### src/shared/dtd_pkg.sv
// constants for the dual byte/word timer with demodulation capture
// assumes a cpu register file that reaches the timers in expanded bank d
package dtd_pkg;

  // register file geometry
  localparam int          DTD_GROUP_REGS   = 16;     // registers per working group
  localparam logic [3:0]  DTD_TIMER_BANK   = 4'hd;   // expanded bank holding the timers
  localparam logic [3:0]  DTD_MAIN_BANK    = 4'h0;   // plain register file bank
  localparam logic [7:0]  DTD_PORT_LAST    = 8'h03;  // last port register
  localparam logic [7:0]  DTD_GP_LAST      = 8'hef;  // last general-purpose register
  localparam logic [7:0]  DTD_CTRL_FIRST   = 8'hf0;  // first control/status register

  // region codes on o_region
  localparam logic [1:0]  DTD_RGN_PORT     = 2'h0;
  localparam logic [1:0]  DTD_RGN_GP       = 2'h1;
  localparam logic [1:0]  DTD_RGN_CTRL     = 2'h2;
  localparam logic [1:0]  DTD_RGN_TIMER    = 2'h3;

  // offsets inside the timer bank
  localparam logic [3:0]  DTD_OFF_BCTL     = 4'h0;   // byte_timer_control
  localparam logic [3:0]  DTD_OFF_SCTL     = 4'h1;   // shared_timer_control
  localparam logic [3:0]  DTD_OFF_WCTL     = 4'h2;   // word_timer_control
  localparam logic [3:0]  DTD_OFF_BINIT_LO = 4'h4;   // byte_timer_init_low
  localparam logic [3:0]  DTD_OFF_BINIT_HI = 4'h5;   // byte_timer_init_high
  localparam logic [3:0]  DTD_OFF_WINIT_LO = 4'h6;   // word timer initial value, low byte
  localparam logic [3:0]  DTD_OFF_WINIT_HI = 4'h7;   // word timer initial value, high byte
  localparam logic [3:0]  DTD_OFF_CAP_RISE = 4'h8;   // capture on rising edge
  localparam logic [3:0]  DTD_OFF_CAP_FALL = 4'h9;   // capture on falling edge

  // byte and word timer control field positions
  localparam int          DTD_B_RUN        = 7;
  localparam int          DTD_B_SINGLE     = 6;
  localparam int          DTD_B_TOUT       = 5;
  localparam int          DTD_B_CLK_HI     = 4;
  localparam int          DTD_B_CLK_LO     = 3;
  localparam int          DTD_B_CAP_MASK   = 2;
  localparam int          DTD_B_TOUT_MASK  = 1;
  localparam int          DTD_B_PIN        = 0;

  // shared control field positions
  localparam int          DTD_S_MODE       = 7;
  localparam int          DTD_S_INSEL      = 6;
  localparam int          DTD_S_EDGE_HI    = 5;
  localparam int          DTD_S_EDGE_LO    = 4;
  localparam int          DTD_S_LOGIC_HI   = 3;
  localparam int          DTD_S_LOGIC_LO   = 2;
  localparam int          DTD_S_RISE       = 1;
  localparam int          DTD_S_FALL       = 0;

  // edge select codes
  localparam logic [1:0]  DTD_EDGE_FALL    = 2'h0;
  localparam logic [1:0]  DTD_EDGE_RISE    = 2'h1;
  localparam logic [1:0]  DTD_EDGE_BOTH    = 2'h2;

  // reset values
  localparam logic [7:0]  DTD_RST_BYTE     = 8'h00;
  localparam logic [15:0] DTD_RST_WORD     = 16'h0000;
  localparam logic [2:0]  DTD_RST_PRESC    = 3'h0;

  // byte timer demodulation states
  typedef enum logic [1:0] {DTD_IDLE, DTD_ARMED, DTD_COUNT} dtd_demod_t;

endpackage

### src/logic/dtd_edge_sync.sv
// pin synchroniser with rising and falling edge pulses
// assumes i_pin is asynchronous to i_clk
module dtd_edge_sync (
  // clock and reset
  input  wire logic i_clk,
  input  wire logic i_sys_rst,
  // pin
  input  wire logic i_pin,
  // edge pulses
  output logic      o_rise,
  output logic      o_fall
);

  logic meta_reg;  // first stage, read only by the second
  logic sync_reg;  // second stage
  logic prev_reg;  // delayed copy for edge detection

  // two flip-flop synchroniser plus history
  always_ff @(posedge i_clk) begin
    if (i_sys_rst) begin
      meta_reg <= 1'b0;
      sync_reg <= 1'b0;
      prev_reg <= 1'b0;
    end else begin
      meta_reg <= i_pin;
      sync_reg <= meta_reg;
      prev_reg <= sync_reg;
    end
  end

  // one-cycle edge pulses
  assign o_rise = sync_reg & ~prev_reg;
  assign o_fall = ~sync_reg & prev_reg;

endmodule // dtd_edge_sync

### src/logic/dtd_timer_top.sv
// byte and word counter/timers with demodulation capture
// assumes cpu register-file access in the same clock domain, pins asynchronous
//
// Function
// - timer registers live in expanded bank d
// - short addresses use sixteen-register pointer groups
// - bank zero: ports, general, control regions
// - writing one starts the byte timer
// - byte timer reloads or halts at terminal
// - timeout flag set; cleared only by one
// - first byte tick is unaligned to enable
// - word run bit reads state, writes start/stop
// - word timer reloads or stops at terminal
// - word bit six gates demodulation edges
// - word prescale divides clock by 1,2,4,8
// - word capture and timeout interrupt enables
// - power-on clears all; recovery keeps marked fields
// - zero to ff wrap is no timeout
// - stop lands one counter tick after write
// - byte demod count starts at first edge
// - later edges capture complemented count
// - edge select fall, rise, both, reserved
module dtd_timer_top import dtd_pkg::*; #(
  parameter int BYTE_W = 8,   // byte timer width
  parameter int WORD_W = 16   // word timer width
) (
  // clock and reset
  input  wire logic        i_clk,
  input  wire logic        i_sys_rst,
  input  wire logic        i_stop_recover,
  // cpu register file access
  input  wire logic [7:0]  i_reg_addr,
  input  wire logic        i_short_addr,
  input  wire logic [7:0]  i_register_pointer,
  input  wire logic        i_reg_wr,
  input  wire logic [7:0]  i_reg_wdata,
  output logic      [7:0]  o_reg_rdata,
  output logic             o_reg_hit,
  output logic      [1:0]  o_region,
  // demodulator pins
  input  wire logic        i_demod_pin_a,
  input  wire logic        i_demod_pin_b,
  // timer outputs
  output logic             o_byte_timer_out,
  output logic             o_word_timer_out,
  output logic             o_byte_timer_pin_select,
  output logic             o_word_timer_pin_select,
  output logic             o_timeout_irq,
  output logic             o_capture_irq
);

  // prescaler tick for a divide code
  function automatic logic tick_of(input logic [1:0] code, input logic [2:0] cnt);
    case (code)
      2'h0:    tick_of = 1'b1;
      2'h1:    tick_of = cnt[0];
      2'h2:    tick_of = &cnt[1:0];
      default: tick_of = &cnt;
    endcase
  endfunction

  // address decode
  logic [7:0]  eff_addr;     // effective register address
  logic [3:0]  off;          // offset inside timer bank
  logic        hit;          // access lands on timer bank
  logic        wr;           // write to timer bank
  // byte timer control fields
  logic        b_run_reg, b_single_reg, b_tout_reg, b_cap_mask_reg, b_tout_mask_reg, b_pin_reg;
  logic [1:0]  b_clk_reg;
  // shared control fields
  logic        mode_reg, insel_reg, rise_flag_reg, fall_flag_reg;
  logic [1:0]  edge_sel_reg, logic_reg;
  // word timer control fields
  logic        w_run_reg, w_single_reg, w_tout_reg, w_cap_mask_reg, w_tout_mask_reg, w_pin_reg;
  logic [1:0]  w_clk_reg;
  // data registers
  logic [BYTE_W-1:0] b_init_lo_reg, b_init_hi_reg, cap_rise_reg, cap_fall_reg, b_cnt_reg;
  logic [WORD_W-1:0] w_init_reg, w_cnt_reg;
  // timer state
  logic [2:0]  presc_reg;    // free-running prescaler
  logic        b_stop_reg;   // byte stop pending
  logic        w_stop_reg;   // word stop pending
  logic        b_phase_reg;  // byte reload phase, high init next
  logic        b_out_reg, w_out_reg;
  dtd_demod_t  b_state_reg;
  // events
  logic        b_tick, w_tick, pin_rise, pin_fall, qual_edge;
  logic        b_tc, w_tc, cap_evt, b_start, w_start;

  // working group and bank selection from the pointer
  assign eff_addr = i_short_addr ? {i_register_pointer[7:4], i_reg_addr[3:0]} : i_reg_addr;
  assign hit      = (eff_addr[7:4] == DTD_MAIN_BANK) &&
                    (i_register_pointer[3:0] == DTD_TIMER_BANK);
  assign off      = eff_addr[3:0];
  assign wr       = i_reg_wr & hit;
  assign o_reg_hit = hit;

  // region classification of bank zero
  always_comb begin
    if (hit)                            o_region = DTD_RGN_TIMER;
    else if (eff_addr <= DTD_PORT_LAST) o_region = DTD_RGN_PORT;
    else if (eff_addr <= DTD_GP_LAST)   o_region = DTD_RGN_GP;
    else                                o_region = DTD_RGN_CTRL;
  end

  // start strobes
  assign b_start = wr && off == DTD_OFF_BCTL && i_reg_wdata[DTD_B_RUN];
  assign w_start = wr && off == DTD_OFF_WCTL && i_reg_wdata[DTD_B_RUN];

  // free prescaler, so the first tick after enable is unaligned
  always_ff @(posedge i_clk) begin
    if (i_sys_rst) presc_reg <= DTD_RST_PRESC;
    else           presc_reg <= presc_reg + 3'h1;
  end

  assign b_tick = tick_of(b_clk_reg, presc_reg);
  assign w_tick = tick_of(w_clk_reg, presc_reg);

  // demodulator input synchroniser
  dtd_edge_sync u_edge (
    .i_clk     (i_clk),
    .i_sys_rst (i_sys_rst),
    .i_pin     (insel_reg ? i_demod_pin_b : i_demod_pin_a),
    .o_rise    (pin_rise),
    .o_fall    (pin_fall)
  );

  // edge qualification by select code, reserved code ignores all
  always_comb begin
    case (edge_sel_reg)
      DTD_EDGE_FALL: qual_edge = pin_fall;
      DTD_EDGE_RISE: qual_edge = pin_rise;
      DTD_EDGE_BOTH: qual_edge = pin_rise | pin_fall;
      default:       qual_edge = 1'b0;
    endcase
  end

  // terminal count events; demod wrap of byte timer is not one
  assign b_tc    = b_run_reg && !mode_reg && b_tick && b_cnt_reg == '0;
  assign w_tc    = w_run_reg && w_tick && w_cnt_reg == '0;
  assign cap_evt = b_run_reg && mode_reg && b_state_reg == DTD_COUNT && qual_edge;

  // byte timer control register
  always_ff @(posedge i_clk) begin
    if (i_sys_rst) begin
      b_run_reg <= 1'b0; b_single_reg <= 1'b0; b_pin_reg <= 1'b0;
      b_clk_reg <= 2'h0; b_cap_mask_reg <= 1'b0; b_tout_mask_reg <= 1'b0;
      b_stop_reg <= 1'b0;
    end else if (i_stop_recover) begin
      b_run_reg <= 1'b0; b_single_reg <= 1'b0; b_pin_reg <= 1'b0;
      b_stop_reg <= 1'b0;
    end else begin
      if (wr && off == DTD_OFF_BCTL) begin
        b_single_reg    <= i_reg_wdata[DTD_B_SINGLE];
        b_clk_reg       <= i_reg_wdata[DTD_B_CLK_HI:DTD_B_CLK_LO];
        b_cap_mask_reg  <= i_reg_wdata[DTD_B_CAP_MASK];
        b_tout_mask_reg <= i_reg_wdata[DTD_B_TOUT_MASK];
        b_pin_reg       <= i_reg_wdata[DTD_B_PIN];
      end
      if (b_start) begin
        b_run_reg  <= 1'b1;
        b_stop_reg <= 1'b0;
      end else if (wr && off == DTD_OFF_BCTL && b_run_reg) begin
        b_stop_reg <= 1'b1;
      end else if (b_stop_reg && b_tick) begin
        b_run_reg  <= 1'b0;
        b_stop_reg <= 1'b0;
      end else if (b_tc && b_single_reg) begin
        b_run_reg  <= 1'b0;
      end
    end
  end

  // word timer control register
  always_ff @(posedge i_clk) begin
    if (i_sys_rst) begin
      w_run_reg <= 1'b0; w_single_reg <= 1'b0; w_pin_reg <= 1'b0;
      w_clk_reg <= 2'h0; w_cap_mask_reg <= 1'b0; w_tout_mask_reg <= 1'b0;
      w_stop_reg <= 1'b0;
    end else if (i_stop_recover) begin
      w_run_reg <= 1'b0; w_single_reg <= 1'b0; w_pin_reg <= 1'b0;
      w_tout_mask_reg <= 1'b0; w_stop_reg <= 1'b0;
    end else begin
      if (wr && off == DTD_OFF_WCTL) begin
        w_single_reg    <= i_reg_wdata[DTD_B_SINGLE];
        w_clk_reg       <= i_reg_wdata[DTD_B_CLK_HI:DTD_B_CLK_LO];
        w_cap_mask_reg  <= i_reg_wdata[DTD_B_CAP_MASK];
        w_tout_mask_reg <= i_reg_wdata[DTD_B_TOUT_MASK];
        w_pin_reg       <= i_reg_wdata[DTD_B_PIN];
      end
      if (w_start) begin
        w_run_reg  <= 1'b1;
        w_stop_reg <= 1'b0;
      end else if (wr && off == DTD_OFF_WCTL && w_run_reg) begin
        w_stop_reg <= 1'b1;
      end else if (w_stop_reg && w_tick) begin
        w_run_reg  <= 1'b0;
        w_stop_reg <= 1'b0;
      end else if (w_tc && w_single_reg && !mode_reg) begin
        w_run_reg  <= 1'b0;
      end
    end
  end

  // shared control and write-one-to-clear edge flags
  always_ff @(posedge i_clk) begin
    if (i_sys_rst || i_stop_recover) begin
      mode_reg <= 1'b0; insel_reg <= 1'b0; edge_sel_reg <= 2'h0; logic_reg <= 2'h0;
      rise_flag_reg <= 1'b0; fall_flag_reg <= 1'b0;
    end else begin
      if (wr && off == DTD_OFF_SCTL) begin
        mode_reg     <= i_reg_wdata[DTD_S_MODE];
        insel_reg    <= i_reg_wdata[DTD_S_INSEL];
        edge_sel_reg <= i_reg_wdata[DTD_S_EDGE_HI:DTD_S_EDGE_LO];
        logic_reg    <= i_reg_wdata[DTD_S_LOGIC_HI:DTD_S_LOGIC_LO];
      end
      // capture sets win over a same-cycle clear
      if (cap_evt && pin_rise)
        rise_flag_reg <= 1'b1;
      else if (wr && off == DTD_OFF_SCTL && i_reg_wdata[DTD_S_RISE])
        rise_flag_reg <= 1'b0;
      if (cap_evt && pin_fall)
        fall_flag_reg <= 1'b1;
      else if (wr && off == DTD_OFF_SCTL && i_reg_wdata[DTD_S_FALL])
        fall_flag_reg <= 1'b0;
    end
  end

  // timeout flags, set wins, cleared only by writing one
  always_ff @(posedge i_clk) begin
    if (i_sys_rst || i_stop_recover) begin
      b_tout_reg <= 1'b0;
      w_tout_reg <= 1'b0;
    end else begin
      if (b_tc)
        b_tout_reg <= 1'b1;
      else if (wr && off == DTD_OFF_BCTL && i_reg_wdata[DTD_B_TOUT])
        b_tout_reg <= 1'b0;
      if (w_tc)
        w_tout_reg <= 1'b1;
      else if (wr && off == DTD_OFF_WCTL && i_reg_wdata[DTD_B_TOUT])
        w_tout_reg <= 1'b0;
    end
  end

  // initial value registers
  always_ff @(posedge i_clk) begin
    if (i_sys_rst) begin
      b_init_lo_reg <= '0;
      b_init_hi_reg <= '0;
      w_init_reg    <= '0;
    end else if (wr) begin
      case (off)
        DTD_OFF_BINIT_LO: b_init_lo_reg <= i_reg_wdata[BYTE_W-1:0];
        DTD_OFF_BINIT_HI: b_init_hi_reg <= i_reg_wdata[BYTE_W-1:0];
        DTD_OFF_WINIT_LO: w_init_reg[7:0]  <= i_reg_wdata;
        DTD_OFF_WINIT_HI: w_init_reg[15:8] <= i_reg_wdata;
        default: ;
      endcase
    end
  end

  // byte counter: transmit reload/halt, demod arm, count and wrap
  always_ff @(posedge i_clk) begin
    if (i_sys_rst || i_stop_recover) begin
      b_cnt_reg   <= '0;
      b_phase_reg <= 1'b0;
      b_out_reg   <= 1'b0;
      b_state_reg <= DTD_IDLE;
    end else if (b_start) begin
      b_cnt_reg   <= b_init_lo_reg;
      b_phase_reg <= 1'b1;
      b_out_reg   <= rise_flag_reg;                    // initial output level in transmit
      b_state_reg <= mode_reg ? DTD_ARMED : DTD_IDLE;
    end else if (!b_run_reg) begin
      b_state_reg <= DTD_IDLE;
    end else if (mode_reg) begin
      case (b_state_reg)
        DTD_ARMED: if (qual_edge) begin
          b_cnt_reg   <= b_init_lo_reg;
          b_state_reg <= DTD_COUNT;
        end
        DTD_COUNT: if (b_tick)
          b_cnt_reg <= b_cnt_reg - 1'b1;
        default: b_state_reg <= DTD_ARMED;
      endcase
    end else if (b_tc) begin
      if (!b_single_reg) begin
        b_cnt_reg   <= b_phase_reg ? b_init_hi_reg : b_init_lo_reg;
        b_phase_reg <= ~b_phase_reg;
      end
      b_out_reg <= ~b_out_reg;
    end else if (b_tick) begin
      b_cnt_reg <= b_cnt_reg - 1'b1;
    end
  end

  // complemented count captured by edge polarity
  always_ff @(posedge i_clk) begin
    if (i_sys_rst) begin
      cap_rise_reg <= '0;
      cap_fall_reg <= '0;
    end else if (cap_evt) begin
      if (pin_rise) cap_rise_reg <= ~b_cnt_reg;
      if (pin_fall) cap_fall_reg <= ~b_cnt_reg;
    end
  end

  // word counter: reload or stop, demod edges restart
  always_ff @(posedge i_clk) begin
    if (i_sys_rst || i_stop_recover) begin
      w_cnt_reg <= '0;
      w_out_reg <= 1'b0;
    end else if (w_start) begin
      w_cnt_reg <= w_init_reg;
      w_out_reg <= fall_flag_reg;                      // initial output level in transmit
    end else if (w_run_reg && mode_reg && !w_single_reg && qual_edge) begin
      w_cnt_reg <= w_init_reg;
    end else if (w_tc) begin
      if (!w_single_reg || mode_reg)
        w_cnt_reg <= w_init_reg;
      w_out_reg <= ~w_out_reg;
    end else if (w_run_reg && w_tick) begin
      w_cnt_reg <= w_cnt_reg - 1'b1;
    end
  end

  // registered read data
  always_ff @(posedge i_clk) begin
    if (i_sys_rst) begin
      o_reg_rdata <= DTD_RST_BYTE;
    end else if (!hit) begin
      o_reg_rdata <= DTD_RST_BYTE;
    end else begin
      case (off)
        DTD_OFF_BCTL:     o_reg_rdata <= {b_run_reg, b_single_reg, b_tout_reg, b_clk_reg,
                                          b_cap_mask_reg, b_tout_mask_reg, b_pin_reg};
        DTD_OFF_SCTL:     o_reg_rdata <= {mode_reg, insel_reg, edge_sel_reg, logic_reg,
                                          rise_flag_reg, fall_flag_reg};
        DTD_OFF_WCTL:     o_reg_rdata <= {w_run_reg, w_single_reg, w_tout_reg, w_clk_reg,
                                          w_cap_mask_reg, w_tout_mask_reg, w_pin_reg};
        DTD_OFF_BINIT_LO: o_reg_rdata <= b_init_lo_reg;
        DTD_OFF_BINIT_HI: o_reg_rdata <= b_init_hi_reg;
        DTD_OFF_WINIT_LO: o_reg_rdata <= w_init_reg[7:0];
        DTD_OFF_WINIT_HI: o_reg_rdata <= w_init_reg[15:8];
        DTD_OFF_CAP_RISE: o_reg_rdata <= cap_rise_reg;
        DTD_OFF_CAP_FALL: o_reg_rdata <= cap_fall_reg;
        default:          o_reg_rdata <= DTD_RST_BYTE;
      endcase
    end
  end

  // pin and interrupt outputs
  assign o_byte_timer_out        = b_out_reg;
  assign o_word_timer_out        = w_out_reg;
  assign o_byte_timer_pin_select = b_pin_reg;
  assign o_word_timer_pin_select = w_pin_reg;
  assign o_timeout_irq = (b_tout_reg & b_tout_mask_reg) | (w_tout_reg & w_tout_mask_reg);
  assign o_capture_irq = (rise_flag_reg | fall_flag_reg) &
                         (b_cap_mask_reg | w_cap_mask_reg);

endmodule // dtd_timer_top

### config.mk
export PLATFORM = sky130hd
export DESIGN_NAME = dtd_timer_top
export DESIGN_NICKNAME = d
export VERILOG_FILES = /design/src/shared/dtd_pkg.sv /design/src/logic/dtd_edge_sync.sv /design/src/logic/dtd_timer_top.sv
export SDC_FILE = /design/constraint.sdc
export NUM_CORES = 1
export LEC_CHECK = 0
export BUFFER_PORTS_ARGS = -buffer_cell sky130_fd_sc_hd__buf_2
export CORE_MARGIN = 4
export CORE_UTILIZATION = 52
export CTS_BUF_LIST = sky130_fd_sc_hd__clkbuf_8
export CTS_CLUSTER_DIAMETER = 30
export DETAILED_ROUTE_END_ITERATION = 10
export GPL_ROUTABILITY_DRIVEN = 0
export GPL_TIMING_DRIVEN = 0
export PLACE_DENSITY = 0.69
export SYNTH_ARGS = -nofsm -noshare
export SYNTH_HDL_FRONTEND = slang
export SYNTH_HIERARCHICAL = 1
export SYNTH_SLANG_ARGS = --single-unit
### constraint.sdc
create_clock -name i_clk -period 4 [get_ports i_clk]
set_input_delay 0 -clock i_clk [delete_from_list [all_inputs] [get_ports i_clk]]
set_output_delay 0 -clock i_clk [all_outputs]
set_load 0.01 [all_outputs]
Word level (Yosys, flattened, before mapping)
Cells that the tools add are included.
Widths: inputs -> output; s select.

operators by class
  order comparisons = 2
  equality and inequality tests = 29
  multiplexer cells = 61
  add/sub/neg operators = 3
  bitwise gates (word level) = 18
  reduce and logical (&&, ||, !) cells = 75

operators by type and width
  cell                   number
  $mux 16                5
  $mux 8                 9
  $pmux 8 s9             1
  $mux 1                 34
  $logic_and 1x1->1      30
  $reduce_and 2->1       13
  $reduce_bool 2->1      9
  $eq 4x3->1 const B     4
  $logic_not 16->1       1
  $pmux 8 s2             1
  $sub 16x1->16 const B  1
  $mux 2                 7
  $eq 4x4->1 const B     3
  $pmux 1 s3             3
  $reduce_and 3->1       3
  $eq 2x1->1 const B     4
  $eq 2x2->1 const B     4
  $le 8x2->1 const B     1
  $le 8x8->1 const B     1
  $logic_not 4->1        2
  $logic_not 8->1        1
  $ne 4x1->1 const B     2
  $ne 4x4->1 const B     2
  $not 8->8              1
  21 further kinds       46

storage, ports and cells
  register bits after elaboration = 117
  input bits = 31
  output and inout port bits = 17
  logic and storage cells = 227

Depth between registers and ports, before layout
Gate-level depths: netlist of run 1.

  word-level depth = 10
  mapped depth = 11
  depth with buffers taken out = 8

Hierarchy
The synthesis of run 1 kept the hierarchy.

modules (own cells, without submodules)
  module         seq. area each (µm²)  area each (µm²)  instances  cells an instance
  dtd_timer_top  2282.2                6351.1           1          768
  dtd_edge_sync  60.1                  91.3             1          8

Worst setup path before layout of run 1
No wires, ideal clock.

  path kind = register to register
  start point = register w_cnt_reg[0]
  end point = register w_cnt_reg[2]
  required time = 3.883 ns
  path slack = 1.130 ns
  clock period less this slack = 2.870 ns
  path buffers = 3
  stages on the path, launching flop included = 12
  setup time = 0.117 ns
  arrival time = 2.753 ns
  path through = dfxtp_1 -> inv_1 -> ha_1 -> or3b_1 -> buf_8 -> or4_4 -> buf_6 -> or4_4 -> buf_6 -> a21oi_4 -> nor2_1 -> a32o_1

on the way
  word-level cells in the longest chain between the ends = 5

ends and longest elaborated chain
  element                                                   RTL line                                    text
  start, declared                                           dtd_timer_top.sv:78                         logic [WORD_W-1:0] w_init_reg, w_cnt_reg;
  start signal, assigned                                    dtd_timer_top.sv:315                        w_cnt_reg <= w_init_reg;
  start signal, assigned                                    dtd_timer_top.sv:318                        w_cnt_reg <= w_init_reg;
  start signal, assigned                                    dtd_timer_top.sv:321                        w_cnt_reg <= w_init_reg;
  $sub 16x1->16 / $logic_not 16->1 (equally long branches)  dtd_timer_top.sv:324, dtd_timer_top.sv:140
  $mux 16 / $logic_and 1x1->1 (equally long branches)       dtd_timer_top.sv:323, dtd_timer_top.sv:140
  $mux 16                                                   dtd_timer_top.sv:319                        end else if (w_tc) begin
  $mux 16                                                   dtd_timer_top.sv:317                        end else if (w_run_reg && mode_reg && !w_single_reg && qual_edge) begin
  $mux 16                                                   dtd_timer_top.sv:314                        end else if (w_start) begin

Parallel ways exist; a longest one is shown, timed or not. The select of a mux whose other input is x is not followed.
A chain may end at the register's enable or synchronous reset.

Worst setup path after layout of run 1
  start point = register presc_reg[0]
  end point = register b_cnt_reg[2]

on the way
  word-level cells in the longest chain between the ends = 8

ends and longest elaborated chain
  element                                                      RTL line                                  text
  start, declared                                              dtd_timer_top.sv:80                       logic [2:0] presc_reg;
  start signal, assigned                                       dtd_timer_top.sv:113                      else presc_reg <= presc_reg + 3'h1;
  $reduce_and 3->1 / $reduce_and 2->1 (equally long branches)  dtd_timer_top.sv:58, dtd_timer_top.sv:57
  $pmux 1 s3 (*)                                               dtd_timer_top.sv:54                       case (code)
  branches (longest 6 deep; another with $mux 8)               --
  end signal, assigned                                         dtd_timer_top.sv:271                      b_cnt_reg <= b_init_lo_reg;
  end signal, assigned                                         dtd_timer_top.sv:280                      b_cnt_reg <= b_init_lo_reg;
  end signal, assigned                                         dtd_timer_top.sv:289                      b_cnt_reg <= b_phase_reg ? b_init_hi_reg : b_init_lo_reg;
  end, declared                                                dtd_timer_top.sv:77                       logic [BYTE_W-1:0] b_init_lo_reg, b_init_hi_reg, cap_rise_reg, cap_fall_reg, b_cnt_reg;

Every way passes the cells marked *. The select of a mux whose other input is x is not followed.

==> impl_metrics.yaml, run 1 <==
routing:
  drt-met1-wl_mm: 9.44
  wl_met3_mm: 2.67
  drc_errors: 0
  dr.pass1.iters: 5
  postRouteAntennaNets: 0
  route.detailed.wl_per_inst_um: 21.5
  via_count: 6751
  drtIter0Drc: 908
  vias_per_cell: 6.53
  wl_met2_mm: 9.39
  wl_mm: 22.2
  routed.top_layer: "met4"
global_routing:
  grt_pass1_vias: 6386
  gr-total-overflow: 0
  antenna_found_initial: 0
  grt_max_degree: 17
  grt_use_total: 0.312
  grt_pass1_wl_mm: 34.9
logic_synthesis:
  synth_seq_area_share: 0.364
  syn_inst: 776
  ys_ff_latch: 117
  synth_ff_type: "dfxtp_1"
  synth_nets: 814
  synth.cell_area_um2: 6440
  yosysWarnings: 6
  syn_avg_cell_area_um2: 8.30
  ys_types: 78
  synthArstFlopShare: 0
  synth_edf_count: 0
critical_path:
  crit_chain: "ha_1 -> ha_1 -> mux2i_1 -> a21o_1 -> clkbuf_1 -> nor3_1 -> a221oi_1 -> nor4_1 -> nor3_1"
  cpLargestDelayFamily: "simple AND/OR/NAND/NOR gates"
  path_class: "register to register"
  slowest_stage: "nor3_1"
  cp-end-kind: "register"
  cp.depth: 9
  cp.buffers_inverters: 1
  required_ns: 4.30
  startpoint_type: "register"
  cp_slowest_stage_delay_ns: 1.21
  reg2reg_depth: 9
  crit_fanout: 9
  worst_ep_arrival_time_ns: 4.05
cts:
  insertion_delay_ns: 0.45
  clock_sinks: 117
  post_cts.repair.setup_buffers: 0
  cts_made_buffers: 17
  cts_tree: "done"
  root_buffer: "clkbuf_8"
  cts_resized: 0
  clk_pin_slew_ns: 0.07
  clk_path_buf_depth: 2
  htreeDepth: 4
job:
  maxCapViolCount: 1
finish:
  layout.cells.most_common_list: "dfxtp_1 (117), nor2_1 (100), mux2i_1 (61)"
  post-route-cell-area_um2: 7390
  stdcell_count: 1034
  layout.nets: 891
  syn2layout_area_growth_pct: 14.7
  insertedDiodeCount: 0
  drive_gt1_frac: 0.133
  layout_commonest_cell: "dfxtp_1"
  nFillCells: 1043
floorplan:
  die_w_um: 119
  initial_core_util: 0.534
  die_h_um: 119
  coreArea_um2: 12100
  io_pins: 48
  dieArea_um2: 14200
  num_rows: 40
timing:
  rsz0062_at_grt: "no"
  max_freq_mhz: 267
  drv_slew: 0
  tightest_slew_ns: 1.46
  final.period_utilization: 0.938
  hold_ws_ns: 0.0720
  setup_viol: 0
  clock_skew_ns: 0.0130
  period_needed_ns: 3.75
  tns_ns: 0
  finalHoldViolCount: 0
  relSlewSlack: 0.0163
run_status:
  violations: "capacitance limit"
  status: "complete, but fails checks"
power:
  ir_drop_mv: 0.229
  pwr_density_cell_nw_per_um2: 316
  p_leak_uw: 0.00276
placement:
  placed_cell_area_um2: 6880
  hpwl_mm: 16.3
  port_buffers: 45
  placed_cells_incl_taps: 989
min_path:
  min_path_cells: 3
  hp-class: "input port to register"
==> where the power goes <==
group / internal, uW / switching (uW)
Sequential: 1170 / 2.44
Combinational: 40.9 / 90.3
Clock: 509 / 528
==> synthesized netlist by cell type, drive strengths merged (4+ instances only) <==
library cell  instances  share of area
a22oi                20          0.023
a211oi               25          0.031
a32o                  9          0.014
and2                  4         0.0039
o21ai                42          0.033
a21o                  4         0.0058
or3                   9         0.0089
nand2                59          0.036
nor4                 15          0.017
ha                    7          0.014
nand4                 5         0.0049
a22o                  4         0.0054
o211ai                6         0.0070
mux2                  7          0.012
clkbuf               47          0.028
and4                  5         0.0068
a21oi                38          0.031
o22ai                15          0.015
buf                  11          0.011
xnor2                 4         0.0054
nor2b                19          0.018
dfxtp               117           0.36
inv                  13         0.0076
nor2                100          0.058
or2                  10         0.0097
mux2i                61          0.095
a31oi                 7         0.0068
nor3b                 4         0.0047
nor3                 23          0.019
a2111oi               8          0.011
nand3                15          0.012
or4                  10          0.013
==> timing repair <==
action	in CTS	in global routing
hold buffers	13	0
setup endpoints to repair	0	0
hold endpoints to repair	50	0
==> final cells by class <==
class | instances | area [um^2] | area share
Tap cell | 168 | 210 | 0.0284
Multi-Input combinational cell | 588 | 3810 | 0.515
Sequential cell | 117 | 2340 | 0.317
Inverter | 13 | 48.8 | 0.00660
Timing Repair Buffer | 58 | 355 | 0.0481
Clock inverter | 14 | 129 | 0.0174
Buffer | 58 | 250 | 0.0339
Clock buffer | 18 | 248 | 0.0335
==> layer usage <==
layer | up-vias | global-route usage
met5 | - | 0
met4 | 0 | 0.117
met3 | 76 | 0.0760
met2 | 431 | 0.452
met1 | 3202 | 0.447
li1 | 3042 | -
==> stage by stage <==
stage	worst slack (ns)	total power [uW]	utilization
4_1_cts	0.481	2330	0.612
5_1_grt	0.166	2410	0.613
3_5_place_dp	0.499	1310	0.570
2_1_floorplan	1.13	1250	-
3_3_place_gp	0.489	1310	0.570
6_report	0.248	2340	0.613
==> worst reg2reg max path, delay by kind of cell, from the launching register on <==
family          cells  cell delay (ns)
flops               1             0.47
compound gates      2             0.51
fa+ha+maj           2             0.53
buf+inv             1             0.23
simple gates        3             1.59
mux                 1             0.29
==> kinds of logic after synthesis <==
family / after synthesis / synth area share
simple gates: 297 / 0.235
xor+xnor: 5 / 0.00680
mux: 68 / 0.107
flops: 117 / 0.364
buf+inv: 71 / 0.0464
compound gates: 211 / 0.228
fa+ha+maj: 7 / 0.0136
==> path summary, 6_finish.rpt <==
kind | startpoint | endpoint | slack, ns
worst min register to register | u_edge/meta_reg | u_edge/sync_reg | 0.45
worst max register to register | presc_reg[0] | b_cnt_reg[2] | 0.25
worst max-delay path | presc_reg[0] | b_cnt_reg[2] | 0.25
worst min-delay path | i_reg_wdata[7] | mode_reg | 0.07
Note: power is estimated with default switching activity, not from simulation.
==> run 2: changes to the inputs <==
--- a/config.mk
+++ b/config.mk
@@ -14,6 +14,7 @@
 export GPL_ROUTABILITY_DRIVEN = 0
 export GPL_TIMING_DRIVEN = 0
 export PLACE_DENSITY = 0.69
+export REMOVE_ABC_BUFFERS = 1
 export SYNTH_ARGS = -nofsm -noshare
 export SYNTH_HDL_FRONTEND = slang
 export SYNTH_HIERARCHICAL = 1
==> run 2 against run 1 <==
  * Critical endpoint is now b_cnt_reg[3]
  * Flip-flop and latch count unchanged
  * The flow now finishes without violations
  * Global-route usage decreased by 3.0 points
  * Critical path type unchanged
  * Total power increased by 5.4%
  * Fmax increased by 17%
  * Largest cell class unchanged
  * Cell area decreased by 1.9%
  * Via count decreased by 5.6%
  * Count of clock-buffer cells in the layout increased by 4
  * Critical path depth decreased by 1
==> impl_metrics.yaml, run 2 (synthesized netlist as in run 1, its figures left out) <==
routing:
  dr.pass1.iters: 6
  via_count: 6374
  route.detailed.wl_per_inst_um: 20.4
  wl_mm: 20.1
  drc_errors: 0
  drtIter0Drc: 930
  postRouteAntennaNets: 0
  vias_per_cell: 6.50
placement:
  port_buffers: 47
  pre_cts_ws_ns: 0.888
  placed_cell_area_um2: 6710
  hpwl_mm: 14.5
  placed_cells_incl_taps: 938
critical_path:
  worst_ep_arrival_time_ns: 3.58
  crit_start: "presc_reg[0]"
  path_class: "register to register"
  required_ns: 4.37
  r2r-start: "presc_reg[0]"
  crit_fanout: 9
  cp-end-kind: "register"
  startpoint_type: "register"
floorplan:
  num_rows: 40
  die_h_um: 119
  dieArea_um2: 14200
  io_pins: 48
  die_w_um: 119
  coreArea_um2: 12100
  initial_core_util: 0.534
global_routing:
  gr-total-overflow: 0
  grt_use_met2: 0.402
  grt_max_degree: 65
  antenna_found_initial: 0
  grt_use_total: 0.282
  grt_pass1_wl_mm: 31.9
  grt_pass1_vias: 5920
  global_route.usage.met3: 0.0812
  top_usage_layer: "met2"
  gr-usage-met1: 0.398
cts:
  post_cts.repair.setup_buffers: 0
  clock_sinks: 117
  insertion_delay_ns: 0.45
  htreeDepth: 4
  cts_tree: "done"
  cts_made_buffers: 17
  cts_resized: 0
  root_buffer: "clkbuf_8"
  clk_pin_slew_ns: 0.07
  clk_path_buf_depth: 2
timing:
  tightest_slew_ns: 1.27
  relSlewSlack: 0.146
  final.period_utilization: 0.803
  setup_ws_ns: 0.788
  finalHoldViolCount: 0
  tns_ns: 0
  clock_skew_ns: 0.00896
  max_freq_mhz: 311
  setup_viol: 0
  period_needed_ns: 3.21
  rsz0062_at_grt: "no"
  drv_slew: 0
finish:
  syn2layout_area_growth_pct: 12.6
  layout.cells.most_common_list: "dfxtp_1 (117), nor2_1 (99), mux2i_1 (61)"
  nFillCells: 1099
  insertedDiodeCount: 0
  layout.nets: 838
  post-route-cell-area_um2: 7250
  stdcell_count: 981
  drive_gt1_frac: 0.144
  layout_commonest_cell: "dfxtp_1"
power:
  seqPwrFrac: 0.475
  swShare: 0.230
  pwr_density_cell_nw_per_um2: 340
  p_int_uw: 1900
  p_total_uw: 2460
  p_leak_uw: 0.00273
  p_switching_uw: 568
  ir_drop_mv: 0.299
  pwr-share-comb: 0.047
  clkPwrFrac: 0.478
min_path:
  hp-class: "input port to register"
  min_from: "i_reg_addr[3]"
job:
  maxCapViolCount: 0
run_status:
  status: "completed"
run 2: layer usage:
layer	part of all wire	vias up
met1	0.44	2999
met3	0.11	60
met4	0.034	0
met2	0.42	378
met5	0	-
li1	-	2937
run 2: layout make-up:
cell class | instances | area [um^2] | share of cell area
inverter | 13 | 48.8 | 0.00673
clock inverter | 10 | 128 | 0.0176
sequential | 117 | 2340 | 0.323
tap | 168 | 210 | 0.0290
clock buffer | 22 | 303 | 0.0418
timing repair buffer | 63 | 394 | 0.0543
multi-input combinational | 588 | 3830 | 0.528
run 2: what timing repair did:
| item | in CTS | in global routing |
|---|---|---|
| endpoints found under the hold margin | 52 | 0 |
| hold buffers | 11 | 0 |
| endpoints found under the setup margin | 0 | 0 |
run 2: worst max-delay path: stages (launching register included):
cell     delay (ns)
dfxtp_1        0.45
ha_1           0.23
ha_1           0.17
mux2i_1        0.24
a21o_1         0.37
nor3_1         1.03
o21ai_0        0.24
and4_1         0.24
nor3_1         0.15
run 2: final timing paths:
kind	endpoint	slack, ns	cells past startpoint
setup / recovery	b_cnt_reg[3]	0.79	8
hold / removal	o_reg_rdata[6]	0.11	4
setup reg to reg	b_cnt_reg[3]	0.79	8
hold reg to reg	u_edge/sync_reg	0.44	1
run 2: power groups by stage:
stage | registers [uW] | clock network (uW) | logic (uW)
2_1_floorplan | 1200 | 0 | 40.0
3_3_place_gp | 1200 | 0 | 100
3_5_place_dp | 1200 | 0 | 106
4_1_cts | 1170 | 1190 | 114
5_1_grt | 1170 | 1240 | 125
6_report | 1170 | 1180 | 117
run 2: stage by stage:
step | util | hold slack (ns)
after floorplan | - | 0.0667
after detailed placement | 0.556 | 0.342
after global placement | 0.550 | 0.343
final | 0.601 | 0.107
after global routing | 0.601 | 0.145
after CTS | 0.601 | 0.0785
